<file path="config.mk">
export PLATFORM = sky130hd
export DESIGN_NAME = stpm_timer
export DESIGN_NICKNAME = d
export VERILOG_FILES = /design/src/rtl/stpm_pkg.sv /design/src/rtl/stpm_timer.sv /design/src/rtl/stpm_edge.sv
export VERILOG_INCLUDE_DIRS = /design/src /design/src/rtl
export SDC_FILE = /design/constraint.sdc
export NUM_CORES = 1
export LEC_CHECK = 0
export ABC_CLOCK_PERIOD_IN_PS = 3550
export BUFFER_PORTS_ARGS = -buffer_cell sky130_fd_sc_hd__buf_4
export CORE_ASPECT_RATIO = 0.8
export CORE_MARGIN = 2
export CORE_UTILIZATION = 55
export DETAILED_ROUTE_END_ITERATION = 12
export PLACE_DENSITY = 0.78
export RECOVER_POWER = 100
export SETUP_SLACK_MARGIN = 0.05
export SLEW_MARGIN = 20
export SYNTH_ARGS = -nofsm -noshare
export SYNTH_HDL_FRONTEND = slang
export SYNTH_SLANG_ARGS = --single-unit
</file>
<file path="constraint.sdc">
create_clock -name CLK_SYS_I -period 3.55 [get_ports CLK_SYS_I]
set_input_delay 0.1775 -clock CLK_SYS_I [delete_from_list [all_inputs] [get_ports CLK_SYS_I]]
set_output_delay 0.1775 -clock CLK_SYS_I [all_outputs]
set_load 0.02 [all_outputs]
</file>
<file path="src/rtl/stpm_consts.svh">
// constants for the standard timer: mode codes, pin-function codes, widths
// assumes inclusion by bare name from rtl/ files
`ifndef STPM_CONSTS_SVH
`define STPM_CONSTS_SVH
`define STPM_CNT_W        16
`define STPM_COMPARE_P_VALUE_W       8
`define STPM_MODE_CMP     2'h0
`define STPM_MODE_UNDEF   2'h1
`define STPM_MODE_PWM     2'h2
`define STPM_MODE_TMR     2'h3
`define STPM_PF_INACT     2'h0
`define STPM_PF_ACT       2'h1
`define STPM_PF_PWM       2'h2
`define STPM_PF_PULSE     2'h3
`define STPM_CNT_RST      16'h0000
`define STPM_PIN_RST      1'h0
`endif

</file>
<file path="src/rtl/stpm_pkg.sv">
// types for the standard timer
// assumes stpm_consts.svh is on the include path
`include "stpm_consts.svh"
package stpm_pkg;
  typedef logic [1:0] stpm_mode_t;
  typedef logic [1:0] stpm_pinfn_t;
  typedef enum logic [1:0] {
    STPM_ST_CMP   = 2'b00,
    STPM_ST_PWM   = 2'b01,
    STPM_ST_PULSE = 2'b10,
    STPM_ST_TMR   = 2'b11
  } stpm_op_e;
endpackage

</file>
<file path="src/rtl/stpm_timer.sv">
// standard 16-bit timer: compare, timer/counter, pwm and single-pulse modes
// assumes a timer-clock tick input and synchronous control levels
// Function
// - mode 11 counts like compare mode, pin untouched
// - pwm ignores clear-source, one register sets period
// - swap bit chooses period and duty registers
// - swap clear: period p times 256, 0 wraps
// - duty at or above period gives 100%
// - swap set: a is period, p*256 duty
// - pwm raises a flag per comparator match
// - level bit, pin-function and invert shape output
// - pwm keeps counting while pin forced
// - period clear starts new pwm period
// - run rising edge starts pulse and counter
// - trigger pin edge sets run bit in single-pulse mode
// - run clear or a match ends pulse
// - single-pulse a match raises flag
// - single-pulse resets counter only on run rise
// - compare mode pin changes only on an a match or run rise
// - clear-source 1: a clears, no p flag
// - swap 0 p period a duty, 1 reversed
// - p value compares counter bits 15..8
// - level bit applied when run bit rises
`timescale 1ns/10ps
`default_nettype none
`include "stpm_consts.svh"
module stpm_timer
#(
  parameter int CNT_W  = `STPM_CNT_W,
  parameter int COMPARE_P_VALUE_W = `STPM_COMPARE_P_VALUE_W
)
(
  // clock, reset, enable
  input  wire logic                 CLK_SYS_I,
  input  wire logic                 RST_I,
  input  wire logic                 CE_I,
  // timer clock and pause
  input  wire logic                 TICK_I,
  input  wire logic                 PAUSE_I,
  // control
  input  wire stpm_pkg::stpm_mode_t  MODE_SELECT_I,
  input  wire stpm_pkg::stpm_pinfn_t PIN_FUNCTION_BITS_I,
  input  wire logic                 OUTPUT_LEVEL_CTRL_I,
  input  wire logic                 OUTPUT_INVERT_I,
  input  wire logic                 DUTY_PERIOD_SWAP_I,
  input  wire logic                 CLEAR_SOURCE_SELECT_I,
  input  wire logic                 RUN_SET_I,
  input  wire logic                 RUN_CLR_I,
  input  wire logic [CNT_W-1:0]     COMPARE_A_VALUE_I,
  input  wire logic [COMPARE_P_VALUE_W-1:0]    COMPARE_P_VALUE_I,
  // external trigger
  input  wire logic                 EXT_TRIGGER_PIN_I,
  input  wire logic                 TRIG_FALL_SEL_I,
  // flag clears
  input  wire logic                 MATCH_A_CLR_I,
  input  wire logic                 MATCH_P_CLR_I,
  // status
  output logic                      COUNTER_RUN_O,
  output logic [CNT_W-1:0]          COUNT_O,
  output logic                      MATCH_A_FLAG_O,
  output logic                      MATCH_P_FLAG_O,
  // pin
  output logic                      TIMER_PIN_O,
  output logic                      TIMER_PIN_OE_O
);
  import stpm_pkg::*;

  initial
  begin
    if (CNT_W != 16 || COMPARE_P_VALUE_W != 8)
      $error("stpm_timer supports only a 16-bit counter with 8-bit p compare");
  end

  logic             run_q;
  logic [CNT_W-1:0] cnt;
  logic             lvl;
  logic             trig_edge;
  logic             run_rise;
  logic             next_run;
  logic             step;
  logic             hit_a;
  logic             hit_p;
  logic             ovf;
  logic             clr_cnt;
  logic             duty_hit;
  logic [CNT_W:0]   period_len;
  logic [CNT_W:0]   duty_len;
  stpm_op_e         op;

  function automatic logic [CNT_W:0] p_span(input logic [COMPARE_P_VALUE_W-1:0] p);
    // zero stands for the full 16-bit wrap
    p_span = (p == '0) ? {1'b1, {CNT_W{1'b0}}} : {1'b0, p, 8'h00};
  endfunction

  function automatic logic [CNT_W:0] a_span(input logic [CNT_W-1:0] a);
    a_span = (a == '0) ? {1'b1, {CNT_W{1'b0}}} : {1'b0, a};
  endfunction

  stpm_edge u_trig
  (
    .clk_i      (CLK_SYS_I),
    .rst_i      (RST_I),
    .ce_i       (CE_I),
    .d_i        (EXT_TRIGGER_PIN_I),
    .fall_sel_i (TRIG_FALL_SEL_I),
    .edge_o     (trig_edge)
  );

  always_comb
  begin
    case (MODE_SELECT_I)
      `STPM_MODE_PWM:
        op = (PIN_FUNCTION_BITS_I == `STPM_PF_PULSE) ? STPM_ST_PULSE : STPM_ST_PWM;
      `STPM_MODE_TMR:
        op = STPM_ST_TMR;
      default:
        op = STPM_ST_CMP;
    endcase
  end

  // matches are judged on the tick that moves the counter onto the compare value
  assign step  = CE_I & TICK_I & run_q & ~PAUSE_I;
  assign hit_a = step & (cnt + 16'h0001 == COMPARE_A_VALUE_I) & (COMPARE_A_VALUE_I != '0);
  assign hit_p = step & (cnt[CNT_W-1:8] + 8'h01 == COMPARE_P_VALUE_I) & (cnt[7:0] == 8'hff)
               & (COMPARE_P_VALUE_I != '0);
  assign ovf   = step & (cnt == '1);

  assign period_len = DUTY_PERIOD_SWAP_I ? a_span(COMPARE_A_VALUE_I)
                                         : p_span(COMPARE_P_VALUE_I);
  assign duty_len   = DUTY_PERIOD_SWAP_I ? p_span(COMPARE_P_VALUE_I)
                                         : {1'b0, COMPARE_A_VALUE_I};

  always_comb
  begin
    case (op)
      STPM_ST_PWM:
        // period comparator only; clear-source is ignored
        clr_cnt = DUTY_PERIOD_SWAP_I ? (hit_a | ovf) : (hit_p | ovf);
      STPM_ST_PULSE:
        clr_cnt = 1'b0;
      default:
        clr_cnt = CLEAR_SOURCE_SELECT_I ? hit_a : (hit_p | ovf);
    endcase
  end

  // run bit: set wins over clear; trigger pin only arms it in single-pulse mode
  always_comb
  begin
    next_run = run_q;
    if (RUN_CLR_I)
      next_run = 1'b0;
    if (op == STPM_ST_PULSE && hit_a)
      next_run = 1'b0;
    if (RUN_SET_I)
      next_run = 1'b1;
    if (op == STPM_ST_PULSE && trig_edge)
      next_run = 1'b1;
  end

  assign run_rise = next_run & ~run_q;

  always_ff @(posedge CLK_SYS_I)
  begin
    if (RST_I)
      run_q <= 1'b0;
    else if (CE_I)
      run_q <= next_run;
  end

  always_ff @(posedge CLK_SYS_I)
  begin
    if (RST_I)
      cnt <= `STPM_CNT_RST;
    else if (CE_I)
    begin
      if (run_rise)
        cnt <= '0;
      else if (step)
        cnt <= clr_cnt ? '0 : cnt + 16'h0001;
    end
  end

  // duty match position: count+1 reaches duty length
  assign duty_hit = step & ({1'b0, cnt} + 17'h00001 == duty_len);

  always_ff @(posedge CLK_SYS_I)
  begin
    if (RST_I)
    begin
      MATCH_A_FLAG_O <= 1'b0;
      MATCH_P_FLAG_O <= 1'b0;
    end
    else if (CE_I)
    begin
      if (hit_a)
        MATCH_A_FLAG_O <= 1'b1;
      else if (MATCH_A_CLR_I)
        MATCH_A_FLAG_O <= 1'b0;
      if (hit_p && !(op != STPM_ST_PWM && CLEAR_SOURCE_SELECT_I) && op != STPM_ST_PULSE)
        MATCH_P_FLAG_O <= 1'b1;
      else if (MATCH_P_CLR_I)
        MATCH_P_FLAG_O <= 1'b0;
    end
  end

  // lvl is the un-inverted pin level before the invert stage
  always_ff @(posedge CLK_SYS_I)
  begin
    if (RST_I)
      lvl <= `STPM_PIN_RST;
    else if (CE_I)
    begin
      case (op)
        STPM_ST_CMP:
        begin
          if (run_rise)
            lvl <= OUTPUT_LEVEL_CTRL_I;
          else if (hit_a)
          begin
            case (PIN_FUNCTION_BITS_I)
              2'h1:    lvl <= 1'b0;
              2'h2:    lvl <= 1'b1;
              2'h3:    lvl <= ~lvl;
              default: lvl <= lvl;
            endcase
          end
        end
        STPM_ST_PWM:
        begin
          // duty >= period keeps active all period
          if (run_rise || clr_cnt)
            lvl <= OUTPUT_LEVEL_CTRL_I;
          else if (duty_hit && duty_len < period_len)
            lvl <= ~OUTPUT_LEVEL_CTRL_I;
        end
        STPM_ST_PULSE:
        begin
          if (run_rise)
            lvl <= OUTPUT_LEVEL_CTRL_I;
          else if (run_q && !next_run)
            lvl <= ~OUTPUT_LEVEL_CTRL_I;
        end
        default:
          lvl <= lvl;
      endcase
    end
  end

  // pwm forced levels override the waveform but not the counting
  always_ff @(posedge CLK_SYS_I)
  begin
    if (RST_I)
    begin
      TIMER_PIN_O    <= `STPM_PIN_RST;
      TIMER_PIN_OE_O <= 1'b0;
    end
    else if (CE_I)
    begin
      TIMER_PIN_OE_O <= (op != STPM_ST_TMR);
      if (op == STPM_ST_PWM && PIN_FUNCTION_BITS_I == `STPM_PF_INACT)
        TIMER_PIN_O <= ~OUTPUT_LEVEL_CTRL_I ^ OUTPUT_INVERT_I;
      else if (op == STPM_ST_PWM && PIN_FUNCTION_BITS_I == `STPM_PF_ACT)
        TIMER_PIN_O <= OUTPUT_LEVEL_CTRL_I ^ OUTPUT_INVERT_I;
      else if (op == STPM_ST_TMR)
        TIMER_PIN_O <= 1'b0;
      else
        TIMER_PIN_O <= next_lvl_view() ^ OUTPUT_INVERT_I;
    end
  end

  // pin follows the level register one cycle later; simple registered view
  function automatic logic next_lvl_view();
    next_lvl_view = lvl;
  endfunction

  always_ff @(posedge CLK_SYS_I)
  begin
    if (RST_I)
    begin
      COUNT_O       <= `STPM_CNT_RST;
      COUNTER_RUN_O <= 1'b0;
    end
    else if (CE_I)
    begin
      COUNT_O       <= cnt;
      COUNTER_RUN_O <= run_q;
    end
  end
  // are software's duty; mode decode relies on them
endmodule
`default_nettype wire

</file>
<file path="src/rtl/stpm_edge.sv">
// rising/falling edge detector for the external trigger pin
// assumes the pin is synchronous to the clock
`timescale 1ns/10ps
`default_nettype none
module stpm_edge
(
  // clock and reset
  input  wire logic clk_i,
  input  wire logic rst_i,
  input  wire logic ce_i,
  // sample
  input  wire logic d_i,
  input  wire logic fall_sel_i,
  output logic      edge_o
);
  logic prev;

  always_ff @(posedge clk_i)
  begin
    if (rst_i)
      prev <= 1'b0;
    else if (ce_i)
      prev <= d_i;
  end

  // active edge selectable so the same block serves both trigger senses
  assign edge_o = ce_i & (fall_sel_i ? (prev & ~d_i) : (~prev & d_i));
endmodule
`default_nettype wire

</file>
==> results of run 1 <==
## through the flow
stage                     utilization [%]  total power, uW  hold WS (ns)  cell area [um^2]  setup slack [ns]
final                                68.1             1030         0.131              4430             0.251
after global routing                 68.1             1070         0.114              4430            0.0821
after CTS                            69.6             1030         0.120              4530             0.117
after detailed placement             68.2              724         0.427              4440             0.126
after global placement               68.2              718         0.423              4440             0.143
after floorplan                         -              624         0.292              3770             0.693
## final cells by class
type / instances / area share, %
multi-input combinational: 410 / 62.8
sequential: 40 / 18.1
timing repair buffer: 95 / 13.8
tap: 84 / 2.37
clock buffer: 6 / 1.86
inverter: 10 / 0.847
clock inverter: 2 / 0.226
## final timing paths
check              endpoint  depth (start not counted)
max                     lvl                         14
min reg2reg  MATCH_P_FLAG_O                          2
min          TIMER_PIN_OE_O                          2
max reg2reg          cnt[2]                         11
## critical path, cell delays in order
cell      delay (ns)
buf_4           0.13
nor4_1          0.55
and4_1          0.32
a21oi_1         0.08
ha_1            0.30
nand4_1         0.15
o31a_1          0.16
o32ai_1         0.09
a211oi_1        0.24
o311ai_0        0.21
nor4_1          0.54
a21boi_0        0.18
o21ai_1         0.21
mux2i_1         0.19
## cell usage in the layout, fill, tap and decap left out, types with 3 or more instances in the layout
cell,Yosys,final
nand3b_1,5,5
nor3_1,10,10
a22oi_1,6,6
dfxtp_1,40,40
ha_1,15,14
xor2_1,12,12
nor2_1,62,63
nand2_1,39,39
and3_1,3,3
o21ai_0,27,27
nor3b_1,3,3
o22ai_1,3,3
nand2b_1,10,10
inv_1,10,10
nand3_1,15,15
clkbuf_1,10,26
buf_4,7,67
a31oi_1,5,5
nor2b_1,7,7
clkbuf_8,0,6
a21oi_1,30,30
a21o_1,3,3
mux2i_1,32,32
nor4_1,19,19
xnor2_1,32,32
nand4_1,13,13
a211oi_1,4,4
or4_1,3,3
mux2_2,6,6
and4_1,3,3
## per-layer routing
metal  GRT usage, %  up-vias  routed length, um
met5              0        -                  0
met4           8.87        0                319
met3           7.97       36               1270
met2           51.5      245               5280
met1           41.6     1903               4900
li1               -     1927                  -
## cell families after synthesis
group,after synthesis,share of synthesized area (%)
AOI/OAI and AO/OA,100,16.8
xor gates and xnor gates,46,11.4
adders and majority gates,15,4.98
buffers and inverters,41,5.07
DFF,40,21.2
muxes,38,10.3
and+or+nand+nor,211,30.2
## where the power goes
| part | switching (uW) | internal, uW |
|---|---|---|
| registers | 3.86 | 453 |
| logic | 145 | 116 |
| clock network | 154 | 155 |
==> flow_summary.ini, run 1 <==
[status]
status = complete, no violations

[sta]
max_slew_margin_pct = 48.4
min_period_ns = 3.30
setup_tns_ns = 0
grt_setup_unrepaired = no
slew_violations = 0
setup_viol = 0
finalHoldViolations = 0
fmax_mhz = 303
skew_ns = 0.00224
fin_crit_sh_pct = 92.9
tightestPinTransition_ns = 0.774

[clocking]
cts_tree = done
cts_root_buffer = clkbuf_8
insertion_delay_ns = 0.29
post_cts_resized = 0
htreeDepth = 2
cts_hold_buf = 0
clkTransAtPathRegs_ns = 0.07
clock-sinks = 40
clk_path_buf_depth = 2
tritoncts.num_buffers = 5
post-cts-setup-buffers = 0

[grt]
grt_pass1_vias = 3910
grt_start_max_net_pins = 42
grt_first_pass_wirelength_mm = 18.8
grt_usage_pct = 31.7
antenna_found_initial = 0
overflow = 0

[worst_hold_path]
hp-start = MODE_SELECT_I[1]
hp-class = primary input to register

[route]
wl_per_cell_um = 18.2
routed_wl_mm = 11.8
vias = 4111
ant_nets = 0
drtIter0Drc = 397
vias_per_cell = 6.35
firstDrtPassIters = 5
drc = 0

[floorplanning]
die_w_um = 96.6
coreArea_um2 = 6510
rows = 26
die_h_um = 78.1
ios = 64
start_util_pct = 58.0
die_area_um2 = 7540

[layout]
nNetsFinal = 620
regArea_um2 = 801
final_layout_size_suffix_gt1_share_pct = 17.1
nFillCells = 585
stdcell_count = 647
top_regs = COUNT_O x16, cnt x16
n_antenna_cell = 0
syn_to_final_growth_pct = 17.4
multi_input_area_um2 = 2780

[placed_design]
dp_hpwl_mm = 9.35
place_inst = 639
globalplace.congestion = 0.995
port-buffer-count = 63

[worst_setup_path]
criticalPathCategory = primary input to register
startpoint = COMPARE_A_VALUE_I[9]
cp.required_ns = 3.77
worst-r2r-setup-slack_ns = 0.26
critPathMaxFanout = 4
r2r-start = cnt[1]
crit_path_end_kind = register
cp.arrival_ns = 3.52
worstSetupStartpointType = primary input

[pwr]
pwr_density_cell_nw_per_um2 = 232
power_leakage_uw = 0.00178
vdd_ir_drop_max_v = 0.000278

[synth]
ys_seq_area_share_pct = 21.2
synth_area_per_cell_um2 = 7.68
synthFlopType = dfxtp_1
syn_area_um2 = 3770
synth.most_common_cell = nor2_1
synthCells = 491
yosysTopAreaCellShare_pct = 21.2
yosys.area.top_type = dfxtp_1
synth-seq-cells = 40
synthDistinctLibCells = 64
synthTopCellsByArea = dfxtp_1 21%, mux2i_1 8.5%, xnor2_1 7.4%, nor2_1 6.2%, ha_1 5.0%
syn_nets = 549
synth_common_cells = 62 x nor2_1, 40 x dfxtp_1, 39 x nand2_1
ys_warn_count = 0
synth_edf_count = 0
async_flop_share_pct = 0

[flow_run]
cap_violations = 0
Power figures use the tool's default switching activity.
==> run 2: changes to the inputs <==
Settings changed: CORE_MARGIN 2 to default, MAX_ROUTING_LAYER from default to met4.
==> run 2 against run 1 <==
  * Sequential share of layout area up 0.18 points
  * First-iteration DRC count is 35% higher
  * Total power down 1.8%
  * Clock-buffer cell count stayed put
  * Cell count down 0.93%
  * Worst setup slack worse by 0.012 ns
  * Utilization fell by 0.56 points
  * Non-clock buffer count shrank 5
  * Combinational power is essentially flat
  * Hold slack got worse by 0.021 ns
  * Clock skew is 0.0023 ns higher
==> flow_summary.ini, run 2 (synthesis results as in run 1) <==
[route]
routed_wl_mm = 11.7
drc = 0
firstDrtPassIters = 6
drtIter0Drc = 535
vias_per_cell = 6.35
vias = 4069
wl_per_cell_um = 18.3
ant_nets = 0

[worst_setup_path]
crit_path_end_kind = register
worst_r2r_path_depth = 11
criticalPathCategory = register to register
critPathMaxFanout = 14
cp.arrival_ns = 3.55
worstSetupStartpointType = register
r2r-start = cnt[2]
startpoint = cnt[2]
cp.required_ns = 3.78

[clocking]
clock-sinks = 40
post-cts-setup-buffers = 0
clk_path_buf_depth = 2
insertion_delay_ns = 0.30
cts_root_buffer = clkbuf_8
tritoncts.num_buffers = 5
cts_tree = done
clkTransAtPathRegs_ns = 0.07
htreeDepth = 2

[worst_hold_path]
hold_depth = 2
hp-class = primary input to register
hp-start = MODE_SELECT_I[1]

[placed_design]
dp_hpwl_mm = 9.06
port-buffer-count = 63
placed_area_um2 = 4400
place_inst = 634
globalplace.congestion = 1.07

[grt]
antenna_found_initial = 0
grt_usage_pct = 33.6
grt_pass1_vias = 3786
overflow = 0
grt_start_max_net_pins = 42
grt_first_pass_wirelength_mm = 18.5

[floorplanning]
die_h_um = 76.1
die_area_um2 = 7200
start_util_pct = 58.0
ios = 64
rows = 26
die_w_um = 94.6
coreArea_um2 = 6510

[layout]
stdcell_count = 641
layout_commonest_cell = nor2_1
syn_to_final_growth_pct = 16.5
layout_common_cells = 62 x nor2_1, 60 x buf_4, 39 x dfxtp_1, 39 x nand2_1, 32 x mux2i_1
final_layout_size_suffix_gt1_share_pct = 16.3
design_area_um2 = 4390
n_antenna_cell = 0
nNetsFinal = 615
top_regs = COUNT_O x16, cnt x16

[status]
status = complete, no violations

[sta]
min_period_ns = 3.31
fmax_mhz = 302
fin_crit_sh_pct = 93.3
max_slew_margin_pct = 45.9
setup_viol = 0
skew_ns = 0.00455
grt_setup_unrepaired = no
tightestPinTransition_ns = 0.811
hold_slack_ns = 0.110
finalHoldViolations = 0
setup_tns_ns = 0
slew_violations = 0

[flow_run]
cap_violations = 0

[pwr]
power_uw = 1010
pwr_density_cell_nw_per_um2 = 230
vdd_ir_drop_max_v = 0.000287
power_leakage_uw = 0.00174
## run 2: changes by cell type in the layout (fill, tap and decap cells not counted), sizes merged
cell / before / now
buf: 67 / 60
clkbuf: 34 / 36
clkinv: 2 / 1
## run 2: repair_timing
item,CTS,global route
hold buffers,0,0
hold endpoints to repair,0,0
endpoints found under the setup margin,16,17
gates resized for setup,2,5
cloned,0,0
pin swaps,0,1
## run 2: where the power goes
part / total, uW / switching [uW] / internal, uW
Combinational: 262 / 147 / 115
Sequential: 457 / 3.89 / 453
Clock: 290 / 157 / 134
## run 2: layout make-up
class,count,area (um^2)
Timing Repair Buffer,90,567
Fill cell,595,2110
Clock inverter,1,5.00
Inverter,10,37.5
Multi-Input combinational cell,410,2800
Tap cell,84,105
Sequential cell,40,802
Clock buffer,6,72.6
## run 2: metrics by stage
| step | utilization [%] | setup WS, ns |
|---|---|---|
| after global routing | 67.5 | 0.0338 |
| final | 67.5 | 0.239 |
| after CTS | 68.9 | 0.0920 |
| after detailed placement | 67.6 | -0.146 |
| after floorplan | - | 0.693 |
| after global placement | 67.6 | -0.0228 |
## run 2: metal layers
metal	vias to the layer above	global-route usage (%)	wire (um)
li1	1920	-	-
met1	1862	43.3	4950
met2	239	51.4	5200
met3	48	7.09	1180
met4	0	12.7	399
met5	-	-	0
## run 2: worst paths after layout
kind | endpoint | slack [ns]
setup / recovery | cnt[15] | 0.24
setup reg to reg | cnt[15] | 0.24
hold reg to reg | MATCH_A_FLAG_O | 0.47
hold / removal | TIMER_PIN_OE_O | 0.11
## run 2: worst max-delay path, stage by stage, from the launching register on
cell and delay (ns):
dfxtp_1 0.52, clkbuf_1 0.34, nand4_4 0.21, nor4_4 0.44
xnor2_1 0.14, o2111ai_1 0.39, nor4_2 0.12, or3_4 0.48
nor2_2 0.14, clkbuf_1 0.21, nand3b_1 0.10, a21oi_1 0.14
